File: src/hdl/sccg_pkg.sv
// Overview of operation
// - timer enable bits 18, 17, 16 gate timers 2, 1, 0, read-write.
// - bit 12 is a read-write enable gating the first two-wire module clock.
// - bit 4 is a read-write enable gating the synchronous serial module clock.
// - bits 1 and 0 are read-write enables gating second and first UART clocks.
// - set bit clocks and enables its unit; clear bit stops clock, holds disabled.
// - access to a unit whose clock is gated off answers with a bus fault.
// - all implemented enable bits read zero after reset.
// - bits 15:13, 11:5 and 3:2 read zero and ignore writes.
// - run, sleep and deep-sleep registers apply in their matching power states.
// - sleep registers take effect only while automatic clock gating is set.
// - deep-sleep gating register is decoded at offset 0x124.
// - sleep gating register is decoded at offset 0x114.
package sccg_pkg;

	localparam int unsigned N_UNITS                 = 7;

	// byte offsets of the register file
	localparam logic [11:0] RUN_CLOCK_CONFIG_OFS    = 12'h060;
	localparam logic [11:0] RUN_CLOCK_GATE_1_OFS    = 12'h104;
	localparam logic [11:0] SLEEP_CLOCK_GATE_1_OFS  = 12'h114;
	localparam logic [11:0] DEEP_CLOCK_GATE_1_OFS   = 12'h124;
	localparam logic [11:0] IRQ_STATUS_OFS          = 12'h180;
	localparam logic [11:0] IRQ_ENABLE_OFS          = 12'h184;
	localparam logic [11:0] IRQ_CLEAR_OFS           = 12'h188;

	// field positions inside the gating registers and the run clock config register
	localparam int unsigned ASYNC_SERIAL0_BIT       = 0;
	localparam int unsigned ASYNC_SERIAL1_BIT       = 1;
	localparam int unsigned SYNC_SERIAL0_BIT        = 4;
	localparam int unsigned TWO_WIRE0_BIT           = 12;
	localparam int unsigned GP_COUNTER0_BIT         = 16;
	localparam int unsigned GP_COUNTER1_BIT         = 17;
	localparam int unsigned GP_COUNTER2_BIT         = 18;
	localparam int unsigned AUTO_CLOCK_GATING_BIT   = 27;

	localparam int unsigned UNIT_POS [0:N_UNITS-1]  = '{ASYNC_SERIAL0_BIT, ASYNC_SERIAL1_BIT,
		SYNC_SERIAL0_BIT, TWO_WIRE0_BIT, GP_COUNTER0_BIT, GP_COUNTER1_BIT, GP_COUNTER2_BIT};

	localparam logic [31:0] GATE_IMPL_MASK          = 32'h0007_1013;
	localparam logic [31:0] GATE_RESET              = 32'h0000_0000;
	localparam logic        AUTO_CLOCK_GATING_RESET = 1'b0;

	// avalon response codes
	localparam logic [1:0]  RESP_OKAY               = 2'h0;
	localparam logic [1:0]  RESP_DECODEERROR        = 2'h3;

	// wait states inserted before every answer
	localparam int unsigned BUS_WAIT_CYCLES         = 1;

	typedef enum logic [2:0] {
		SCCG_PWR_RUN   = 3'h1,
		SCCG_PWR_SLEEP = 3'h2,
		SCCG_PWR_DEEP  = 3'h4
	} sccg_pwr_type;

	// register layout to per-unit vector
	function automatic logic [N_UNITS-1:0] sccg_pack(input logic [31:0] r);
		logic [N_UNITS-1:0] v;
		v = '0;
		for (int i = 0; i < N_UNITS; i++) begin
			v[i] = r[UNIT_POS[i]];
		end
		return v;
	endfunction

	// per-unit vector to register layout
	function automatic logic [31:0] sccg_unpack(input logic [N_UNITS-1:0] v);
		logic [31:0] r;
		r = '0;
		for (int i = 0; i < N_UNITS; i++) begin
			r[UNIT_POS[i]] = v[i];
		end
		return r;
	endfunction

	// byte-lane merge of a write
	function automatic logic [31:0] sccg_merge(input logic [31:0] old, input logic [31:0] wd,
		input logic [3:0] be);
		logic [31:0] r;
		r = old;
		for (int b = 0; b < 4; b++) begin
			if (be[b]) begin
				r[b*8 +: 8] = wd[b*8 +: 8];
			end
		end
		return r;
	endfunction

endpackage

File: src/hdl/sccg_ctrl.sv
`timescale 1ns/1ps
module sccg_ctrl
	import sccg_pkg::*;
#(
	parameter int unsigned ADDR_W = 12
) (
	input  wire logic                 i_core_clk,
	input  wire logic                 i_rst_n,
	input  wire logic [ADDR_W-1:0]    i_avs_address,
	input  wire logic                 i_avs_read,
	input  wire logic                 i_avs_write,
	input  wire logic [31:0]          i_avs_writedata,
	input  wire logic [3:0]           i_avs_byteenable,
	output logic      [31:0]          o_avs_readdata,
	output logic      [1:0]           o_avs_response,
	output logic                      o_avs_waitrequest,
	input  wire logic                 i_sleep_req,
	input  wire logic                 i_deep_sleep_req,
	input  wire logic [N_UNITS-1:0]   i_periph_access,
	output logic      [N_UNITS-1:0]   o_periph_fault,
	output logic      [N_UNITS-1:0]   o_unit_enable,
	output logic      [N_UNITS-1:0]   o_gated_clk,
	output logic      [2:0]           o_power_state,
	output logic                      o_irq
);

	////////////////////////////////////////////////////////////////////////////////
	// declarations

	logic                 ack_q;
	logic                 ack_d;
	logic [31:0]          rdata_q;
	logic [31:0]          rdata_d;
	logic [1:0]           resp_q;
	logic [1:0]           resp_d;

	logic                 auto_q;
	logic                 auto_d;
	logic [31:0]          run_q;
	logic [31:0]          run_d;
	logic [31:0]          sleep_q;
	logic [31:0]          sleep_d;
	logic [31:0]          deep_q;
	logic [31:0]          deep_d;
	logic [N_UNITS-1:0]   irq_en_q;
	logic [N_UNITS-1:0]   irq_en_d;
	logic [N_UNITS-1:0]   irq_st_q;
	logic [N_UNITS-1:0]   irq_st_d;
	logic                 irq_q;
	logic                 irq_d;

	sccg_pwr_type         pwr_q;
	sccg_pwr_type         pwr_d;
	logic [N_UNITS-1:0]   eff_q;
	logic [N_UNITS-1:0]   eff_d;
	logic [N_UNITS-1:0]   fault_q;
	logic [N_UNITS-1:0]   fault_d;

	logic                 req;
	logic                 wr_take;
	logic                 rd_start;
	logic                 sel_cfg;
	logic                 sel_run;
	logic                 sel_sleep;
	logic                 sel_deep;
	logic                 sel_st;
	logic                 sel_en;
	logic                 sel_clr;
	logic                 mapped;
	logic [31:0]          cfg_view;
	logic [31:0]          cfg_wr;
	logic [N_UNITS-1:0]   clr_vec;

	////////////////////////////////////////////////////////////////////////////////
	// address decode

	always_comb begin
		req       = i_avs_read | i_avs_write;
		wr_take   = i_avs_write & ack_q;
		rd_start  = i_avs_read & ~ack_q;
		sel_cfg   = (i_avs_address == ADDR_W'(RUN_CLOCK_CONFIG_OFS));
		sel_run   = (i_avs_address == ADDR_W'(RUN_CLOCK_GATE_1_OFS));
		sel_sleep = (i_avs_address == ADDR_W'(SLEEP_CLOCK_GATE_1_OFS));
		sel_deep  = (i_avs_address == ADDR_W'(DEEP_CLOCK_GATE_1_OFS));
		sel_st    = (i_avs_address == ADDR_W'(IRQ_STATUS_OFS));
		sel_en    = (i_avs_address == ADDR_W'(IRQ_ENABLE_OFS));
		sel_clr   = (i_avs_address == ADDR_W'(IRQ_CLEAR_OFS));
		mapped    = sel_cfg | sel_run | sel_sleep | sel_deep | sel_st | sel_en | sel_clr;
		cfg_view  = '0;
		cfg_view[AUTO_CLOCK_GATING_BIT] = auto_q;
	end

	////////////////////////////////////////////////////////////////////////////////
	// bus handshake: one wait state, then answer

	always_comb begin
		ack_d   = req & ~ack_q;
		rdata_d = rdata_q;
		resp_d  = resp_q;
		if (req && !ack_q) begin
			resp_d  = mapped ? RESP_OKAY : RESP_DECODEERROR;
			rdata_d = '0;
		end
		if (rd_start) begin
			case (1'b1)
				sel_cfg:   rdata_d = cfg_view;
				sel_run:   rdata_d = run_q & GATE_IMPL_MASK;
				sel_sleep: rdata_d = sleep_q & GATE_IMPL_MASK;
				sel_deep:  rdata_d = deep_q & GATE_IMPL_MASK;
				sel_st:    rdata_d = sccg_unpack(irq_st_q);
				sel_en:    rdata_d = sccg_unpack(irq_en_q);
				default:   rdata_d = '0;
			endcase
		end
	end

	always_ff @(posedge i_core_clk) begin
		if (!i_rst_n) begin
			ack_q   <= 1'b0;
			rdata_q <= '0;
			resp_q  <= RESP_OKAY;
		end else begin
			ack_q   <= ack_d;
			rdata_q <= rdata_d;
			resp_q  <= resp_d;
		end
	end

	assign o_avs_waitrequest = req & ~ack_q;
	assign o_avs_readdata    = rdata_q;
	assign o_avs_response    = resp_q;

	////////////////////////////////////////////////////////////////////////////////
	// software registers

	always_comb begin
		auto_d   = auto_q;
		run_d    = run_q;
		sleep_d  = sleep_q;
		deep_d   = deep_q;
		irq_en_d = irq_en_q;
		clr_vec  = '0;
		cfg_wr   = sccg_merge(cfg_view, i_avs_writedata, i_avs_byteenable);
		if (wr_take) begin
			case (1'b1)
				sel_cfg: begin
					auto_d = cfg_wr[AUTO_CLOCK_GATING_BIT];
				end
				sel_run: begin
					run_d = sccg_merge(run_q, i_avs_writedata, i_avs_byteenable) & GATE_IMPL_MASK;
				end
				sel_sleep: begin
					sleep_d = sccg_merge(sleep_q, i_avs_writedata, i_avs_byteenable) & GATE_IMPL_MASK;
				end
				sel_deep: begin
					deep_d = sccg_merge(deep_q, i_avs_writedata, i_avs_byteenable) & GATE_IMPL_MASK;
				end
				sel_en: begin
					irq_en_d = sccg_pack(sccg_merge(sccg_unpack(irq_en_q), i_avs_writedata, i_avs_byteenable));
				end
				sel_clr: begin
					clr_vec = sccg_pack(sccg_merge('0, i_avs_writedata, i_avs_byteenable));
				end
				default: begin
					clr_vec = '0;
				end
			endcase
		end
		// a fault in the clearing cycle stays set
		irq_st_d = (irq_st_q & ~clr_vec) | fault_d;
		irq_d    = |(irq_st_d & irq_en_d);
	end

	always_ff @(posedge i_core_clk) begin
		if (!i_rst_n) begin
			auto_q   <= AUTO_CLOCK_GATING_RESET;
			run_q    <= GATE_RESET;
			sleep_q  <= GATE_RESET;
			deep_q   <= GATE_RESET;
			irq_en_q <= '0;
			irq_st_q <= '0;
			irq_q    <= 1'b0;
		end else begin
			auto_q   <= auto_d;
			run_q    <= run_d;
			sleep_q  <= sleep_d;
			deep_q   <= deep_d;
			irq_en_q <= irq_en_d;
			irq_st_q <= irq_st_d;
			irq_q    <= irq_d;
		end
	end

	assign o_irq = irq_q;

	////////////////////////////////////////////////////////////////////////////////
	// power state and active enable set

	always_comb begin
		pwr_d = SCCG_PWR_RUN;
		if (auto_q && i_deep_sleep_req) begin
			pwr_d = SCCG_PWR_DEEP;
		end else if (auto_q && i_sleep_req) begin
			pwr_d = SCCG_PWR_SLEEP;
		end
		case (pwr_q)
			SCCG_PWR_RUN:   eff_d = sccg_pack(run_q);
			SCCG_PWR_SLEEP: eff_d = sccg_pack(sleep_q);
			SCCG_PWR_DEEP:  eff_d = sccg_pack(deep_q);
			default:        eff_d = sccg_pack(run_q);
		endcase
		// a gated unit refuses access with a fault
		fault_d = i_periph_access & ~eff_q;
	end

	always_ff @(posedge i_core_clk) begin
		if (!i_rst_n) begin
			pwr_q   <= SCCG_PWR_RUN;
			eff_q   <= '0;
			fault_q <= '0;
		end else begin
			pwr_q   <= pwr_d;
			eff_q   <= eff_d;
			fault_q <= fault_d;
		end
	end

	assign o_unit_enable  = eff_q;
	assign o_periph_fault = fault_q;
	assign o_power_state  = pwr_q;

	////////////////////////////////////////////////////////////////////////////////
	// clock gates

	for (genvar g = 0; g < N_UNITS; g++) begin : gen_gate
		sccg_clk_gate u_gate (
			.i_core_clk  (i_core_clk),
			.i_rst_n     (i_rst_n),
			.i_enable    (eff_q[g]),
			.o_gated_clk (o_gated_clk[g])
		);
	end
endmodule

File: src/hdl/sccg_clk_gate.sv
`timescale 1ns/1ps
module sccg_clk_gate (
	input  wire logic i_core_clk,
	input  wire logic i_rst_n,
	input  wire logic i_enable,
	output logic      o_gated_clk
);

	logic en_neg_q;
	logic en_neg_d;

	always_comb begin
		en_neg_d = i_enable;
	end

	// enable moves only while the clock is low, so no pulse is cut
	always_ff @(negedge i_core_clk) begin
		if (!i_rst_n) begin
			en_neg_q <= 1'b0;
		end else begin
			en_neg_q <= en_neg_d;
		end
	end

	assign o_gated_clk = i_core_clk & en_neg_q;

endmodule

File: config.mk
export PLATFORM = sky130hd
export DESIGN_NAME = sccg_ctrl
export DESIGN_NICKNAME = d
export VERILOG_FILES = /design/src/hdl/sccg_pkg.sv /design/src/hdl/sccg_ctrl.sv /design/src/hdl/sccg_clk_gate.sv
export SDC_FILE = /design/constraint.sdc
export NUM_CORES = 1
export LEC_CHECK = 0
export BUFFER_PORTS_ARGS = -buffer_cell sky130_fd_sc_hd__buf_2
export CAP_MARGIN = 25
export CORE_MARGIN = 5
export CORE_UTILIZATION = 54
export DETAILED_ROUTE_END_ITERATION = 7
export GPL_ROUTABILITY_DRIVEN = 0
export PLACE_DENSITY = 0.85
export SKIP_LAST_GASP = 1
export SLEW_MARGIN = 40
export SYNTH_ARGS = -nofsm -noshare
export SYNTH_HDL_FRONTEND = slang
export SYNTH_SLANG_ARGS = --single-unit
export TNS_END_PERCENT = 1
File: constraint.sdc
create_clock -name i_core_clk -period 4.71 [get_ports i_core_clk]
set_input_delay 0.471 -clock i_core_clk [delete_from_list [all_inputs] [get_ports i_core_clk]]
set_output_delay 0.471 -clock i_core_clk [all_outputs]
set_load 0.05 [all_outputs]
==> flow_summary.toml, run 1 <==
[detailed_routing]
drc = 0
wl_per_cell_um = 16.3
first_pass_iters = 8
drtIter0Drc = 339
via_count = 3085
via_per_inst = 5.71
antenna_left = 0
wirelength_um = 8830

[final_layout]
final_cells = 540
n_antenna_cell = 0
fin_nets = 518
final_cell_area_um2 = 4040
area_growth_syn_to_layout_pct = 14.8
drive_above_1_share_pct = 23.3

[worst_setup_path]
r2r-start = "o_unit_enable[3]$_SDFF_PN0_"
rr_endpoint = "gen_gate[3].u_gate.en_neg_q$_SDFF_NN0_"
path_class = "flip-flop to output pin"
startpoint_type = "flip-flop"
r2r_cells = 1
path_cells = "and2_1, buf_2"
slowest_stage = "dfxtp_1"
r2r_setup_slack_ns = 1.78
cp.required_ns = 4.24
max_stage_delay_ns = 0.30
worstSetupEndpointType = "output pin"
arrival_ns = 3.54
path_max_fanout = 1

[yosys]
syn-instance-count = 390
synth_largest_area_cell = "dfxtp_1"
synthFlopType = "dfxtp_1"
ys_seq_area_share_pct = 40.4
yosysTopAreaCellShare_pct = 40.4
ys_warn_count = 0
ys_types = 49
yosysMostFrequentCell = "dfxtp_1"
synthTopCellsByCount = "71 x dfxtp_1, 44 x nor2_1, 39 x buf_4, 27 x nand2_1, 26 x and2_1"
synth_edf_count = 0
syn_area_um2 = 3520
synthArstFlopShare_pct = 0
synth_area_leaders = "dfxtp_1 40%, buf_4 8.3%, mux2i_1 6.5%, nor2_1 4.7%, and2_1 4.6%"
synth-seq-cells = 71
synth_area_per_cell_um2 = 9.02

[die]
dieWidth_um = 90.7
initial_core_util_pct = 55.4
coreArea_um2 = 6350
dieArea_um2 = 8230
num_rows = 29
ios = 121
die_y_um = 90.7

[placed_design]
placed_area_um2 = 3750
place_inst = 513
portBuffers = 72
dp_hpwl_um = 6370

[power_and_ir_drop]
power.internal_uw = 1010
seq_power_share_pct = 43.9
leakage_uw = 0.00190
p_sw_uw = 390
finalPower_uw = 1400
power_density_nw_per_um2 = 346
power_frac_comb_pct = 10.7
ir_drop_v = 0.000312
clkPwrFrac_pct = 45.4
sw_frac_of_total_pct = 27.9

[clock_network]
cts_tree = "done"
cts-hold-fix-buffers = 0
clk_pin_slew_ns = 0.08
clk_latency_ns = 0.52
cts_setup_buffers = 0
cts-resized-gates = 0

[outcome]
status = "complete, no violations"

[timing]
rsz0062_at_grt = "false"
hold_violations = 0
tightest_slew_ns = 0.777
setup_viol = 0
relSlewSlack_pct = 47.5
finalClockSkew_ns = 0.0735
fin_setup_tns_ns = 0
slew_viol_final = 0

[worst_hold_path]
hold_class = "input port to flip-flop"
hold_start = "i_sleep_req"
hold_path_end = "o_power_state[0]$_SDFF_PN1_"
holdPathStages = 2

[global_route]
grt_max_degree = 37
antenna_found_initial = 0
grt_pass1_wl_um = 14300
overflow = 0
grt_pass1_vias = 2984
grt_use_total_pct = 21.7

[run]
maxCapViolations = 0
-- layout by cell type, fill, tap and decap left out, types with 3 or more instances in the layout --
master,instances
or3_1,3
nor3_1,3
mux2_2,4
nor2_1,44
and3_1,6
conb_1,24
dfxtp_1,71
and4_1,3
nor2b_1,8
o21a_1,9
buf_2,72
inv_1,13
nand2b_1,5
a21oi_1,24
nand3_1,11
nand4_1,5
and4b_1,3
nor4b_1,3
nand2_1,27
a31oi_1,4
nor4_4,3
a311o_1,7
a22oi_1,14
mux2i_1,23
clkbuf_8,13
and2_1,26
-- worst max-delay path by stage --
stage,from,end,depth (start not counted)
4_1_cts,gen_gate[0].u_gate.en_neg_q$_SDFF_NN0_,o_gated_clk[0],2
3_3_place_gp,gen_gate[5].u_gate.en_neg_q$_SDFF_NN0_,o_gated_clk[5],2
6_report,gen_gate[0].u_gate.en_neg_q$_SDFF_NN0_,o_gated_clk[0],2
5_1_grt,gen_gate[5].u_gate.en_neg_q$_SDFF_NN0_,o_gated_clk[5],2
2_1_floorplan,gen_gate[1].u_gate.en_neg_q$_SDFF_NN0_,o_gated_clk[1],2
3_5_place_dp,gen_gate[5].u_gate.en_neg_q$_SDFF_NN0_,o_gated_clk[5],2
-- through the flow --
step | setup WS, ns | utilization (%) | hold WS [ns]
floorplan | 1.30 | - | 0.423
global placement | 1.26 | 58.9 | 0.451
detailed placement | 1.23 | 59.0 | 0.460
CTS | 0.687 | 63.6 | 0.218
global route | 0.616 | 63.6 | 0.233
finish | 0.698 | 63.6 | 0.229
-- layout make-up --
| cell class | count | area (µm²) |
|---|---|---|
| Clock inverter | 12 | 80.1 |
| Inverter | 5 | 18.8 |
| Fill cell | 554 | 2310 |
| Clock buffer | 23 | 250 |
| Tap cell | 77 | 96.3 |
| Timing Repair Buffer | 67 | 340 |
| Multi-Input combinational cell | 285 | 1830 |
| Sequential cell | 71 | 1420 |
-- critical path: cells and delay by family, from the launching register on --
family	cells	cell delay, ns
buffers and inverters	1	0.26
DFF	1	0.30
and+or+nand+nor	1	0.11
-- power groups by stage --
stage / Combinational [µW] / Sequential [µW] / Clock [µW]
2_1_floorplan: 105 / 641 / 11.2
3_3_place_gp: 145 / 627 / 11.2
3_5_place_dp: 147 / 628 / 11.2
4_1_cts: 148 / 614 / 653
5_1_grt: 159 / 615 / 692
6_report: 149 / 614 / 635
-- per-layer routing --
| metal | vias up | part of all wire (%) | GRT usage (%) |
|---|---|---|---|
| li1 | 1458 | - | - |
| met1 | 1463 | 41 | 25.6 |
| met2 | 142 | 49 | 34.6 |
| met3 | 22 | 8.2 | 8.33 |
| met4 | 0 | 1.9 | 9.80 |
| met5 | - | 0 | 0 |
-- logic make-up (layout without fill, tap and decap cells) --
group,Yosys count,in the layout,share of synthesized area (%)
AOI/OAI and AO/OA,68,68,13.2
xor gates and xnor gates,1,1,0.249
buffers and inverters,57,107,10.3
DFF,71,71,40.4
muxes,28,28,8.14
other,1,24,0.107
and+or+nand+nor,164,164,27.6
-- registers in the layout, summed over array words and instances, names as in the netlist --
| name | flops |
|---|---|
| ack_q | 1 |
| sleep_q | 7 |
| run_q | 7 |
| o_avs_response | 1 |
| irq_en_q | 7 |
| gen_gate.u_gate.en_neg_q | 7 |
| o_avs_readdata | 8 |
| auto_q | 1 |
| o_unit_enable | 7 |
| o_power_state | 3 |
| o_periph_fault | 7 |
| irq_st_q | 7 |
| o_irq | 1 |
| deep_q | 7 |
Power figures use the tool's default switching activity.
==> inputs of run 2 (changes only) <==
--- a/config.mk
+++ b/config.mk
@@ -8,13 +8,14 @@
 export BUFFER_PORTS_ARGS = -buffer_cell sky130_fd_sc_hd__buf_2
 export CAP_MARGIN = 25
 export CORE_MARGIN = 5
-export CORE_UTILIZATION = 54
+export CORE_UTILIZATION = 53
 export DETAILED_ROUTE_END_ITERATION = 7
 export GPL_ROUTABILITY_DRIVEN = 0
 export PLACE_DENSITY = 0.85
 export SKIP_LAST_GASP = 1
-export SLEW_MARGIN = 40
+export SLEW_MARGIN = 5
 export SYNTH_ARGS = -nofsm -noshare
 export SYNTH_HDL_FRONTEND = slang
+export SYNTH_HIERARCHICAL = 1
 export SYNTH_SLANG_ARGS = --single-unit
 export TNS_END_PERCENT = 1
==> run 2 against run 1 <==
Worst hold slack better by 0.0060 ns. Largest cell class unchanged. Core utilization is 0.68 points lower. Synthesized cell count is 4.1% lower. Flip-flop and latch count stayed put. Global-route usage is 0.13 points lower. Worst setup slack better by 0.023 ns. Register-to-register slack better by 0.06 ns.
==> flow_summary.toml, run 2 <==
[outcome]
status = "complete, no violations"

[die]
die_y_um = 89.7
initial_core_util_pct = 53.6
num_rows = 29
ios = 121
dieArea_um2 = 8040
coreArea_um2 = 6280
dieWidth_um = 89.7

[yosys]
ys_seq_area_share_pct = 42.2
yosysTopAreaCellShare_pct = 42.2
synthArstFlopShare_pct = 0
synth-seq-cells = 71
syn-instance-count = 374
synth_area_leaders = "dfxtp_1 42%, buf_4 5.6%, and2_1 4.6%, mux2i_1 3.9%, nor2_1 3.7%"
ys_warn_count = 6
syn_area_um2 = 3370
synth_edf_count = 0
synthFlopType = "dfxtp_1"
synthTopCellsByCount = "71 x dfxtp_1, 33 x nor2_1, 30 x nand2_1, 25 x and2_1, 25 x buf_4"
ys_types = 52
yosysMostFrequentCell = "dfxtp_1"
synth_largest_area_cell = "dfxtp_1"
synth_area_per_cell_um2 = 9.00

[global_route]
grt_use_total_pct = 21.6
grt_pass1_vias = 2773
antenna_found_initial = 0
grt_pass1_wl_um = 12900
grt_max_degree = 47
gr-usage-met3_pct = 11.1
top_usage_layer = "met2"
grtUsageMet1_pct = 25.8
use_met2_pct = 31.7
overflow = 0

[final_layout]
fillers = 538
final_util_pct = 62.9
drive_above_1_share_pct = 25.2
multi_input_area_um2 = 1750
largest_register_ffs = 8
layout.area.seq_um2 = 1420
fin_nets = 508
area_growth_syn_to_layout_pct = 17.4
final_cells = 530
final_cell_area_um2 = 3950
layout_common_cells = "72 x buf_2, 71 x dfxtp_1, 33 x nor2_1"
final_common_cell = "buf_2"
n_antenna_cell = 0

[timing]
hold_violations = 0
setup_viol = 0
rsz0062_at_grt = "false"
finalClockSkew_ns = 0.0577
tightest_slew_ns = 0.811
slew_viol_final = 0
fin_setup_tns_ns = 0
relSlewSlack_pct = 45.5

[placed_design]
portBuffers = 72
dp_hpwl_um = 5870
placed_area_um2 = 3680
place_inst = 509

[worst_setup_path]
cp.required_ns = 4.24
max_stage_delay_ns = 0.29
critPathBufInv = 1
worstSetupEndpointType = "output pin"
path_cells = "and2_1, buf_2"
slowest_stage = "dfxtp_1"
path_class = "flip-flop to output pin"
startpoint_type = "flip-flop"
cp_top_family = "flip-flops"
arrival_ns = 3.52
path_max_fanout = 1

[clock_network]
cts_tree = "done"
clk_latency_ns = 0.51
clk_pin_slew_ns = 0.07
cts_setup_buffers = 0
cts-resized-gates = 0
cts-hold-fix-buffers = 0

[power_and_ir_drop]
finalPower_uw = 1400
leakage_uw = 0.00171
power_density_nw_per_um2 = 354
ir_drop_v = 0.000296

[detailed_routing]
wl_per_cell_um = 15.7
wirelength_um = 8310
drtIter0Drc = 232
via_count = 3005
drc = 0
via_per_inst = 5.67
first_pass_iters = 5
antenna_left = 0

[run]
maxCapViolations = 0

[worst_hold_path]
hold_class = "input port to flip-flop"
==> run 2: cell types whose count changed in the layout (fill, tap and decap cells not counted), sizes merged, moves of 9 or more <==
cell,change
mux2i,-10
nor2,-11
o21ai,+19
o21a,-9
==> run 2: cell families after synthesis <==
logic type / after synthesis / synth area share (%)
simple gates: 146 / 26.6
compound gates: 90 / 17.3
flops: 71 / 42.2
buf+inv: 48 / 8.29
mux: 17 / 5.20
xor+xnor: 1 / 0.260
other cells: 1 / 0.111
==> run 2: path summary, 6_finish.rpt <==
check,end,slack [ns],start,depth (start not counted)
max reg2reg,gen_gate[5].u_gate/en_neg_q$_SDFF_NN0_,1.84,o_unit_enable[5]$_SDFF_PN0_,1
max,o_gated_clk[3],0.72,gen_gate[3].u_gate/en_neg_q$_SDFF_NN0_,2
min,o_power_state[0]$_SDFF_PN1_,0.24,i_sleep_req,2
min reg2reg,o_avs_readdata[27]$_SDFFE_PN0P_,0.45,o_avs_readdata[27]$_SDFFE_PN0P_,2
==> run 2: final cells by class <==
cell class,instances,share of cell area (%)
multi-input cells,278,44.3
flip-flops and latches,71,36.0
repair buffers,67,8.62
clock buffers,25,7.19
well taps,77,2.44
clock inverters,10,1.24
inverters,2,0.190
==> run 2: metrics by stage <==
step	setup WS [ns]	hold WS (ns)
4_1_cts	0.690	0.215
6_report	0.720	0.235
3_5_place_dp	1.25	0.453
3_3_place_gp	1.26	0.438
2_1_floorplan	1.19	0.414
5_1_grt	0.642	0.207
==> run 2: routing by layer <==
layer,part of all wire (%),wire (µm)
met1,39,3230
met2,47,3880
met3,12,965
met4,2.8,234
met5,0,0
==> run 2: where the power goes <==
group,switching (µW),leakage [µW],internal (µW)
clock network,283,0.000239,354
logic,113,0.000891,32.0
registers,5.31,0.000577,609
total,402,0.00171,995
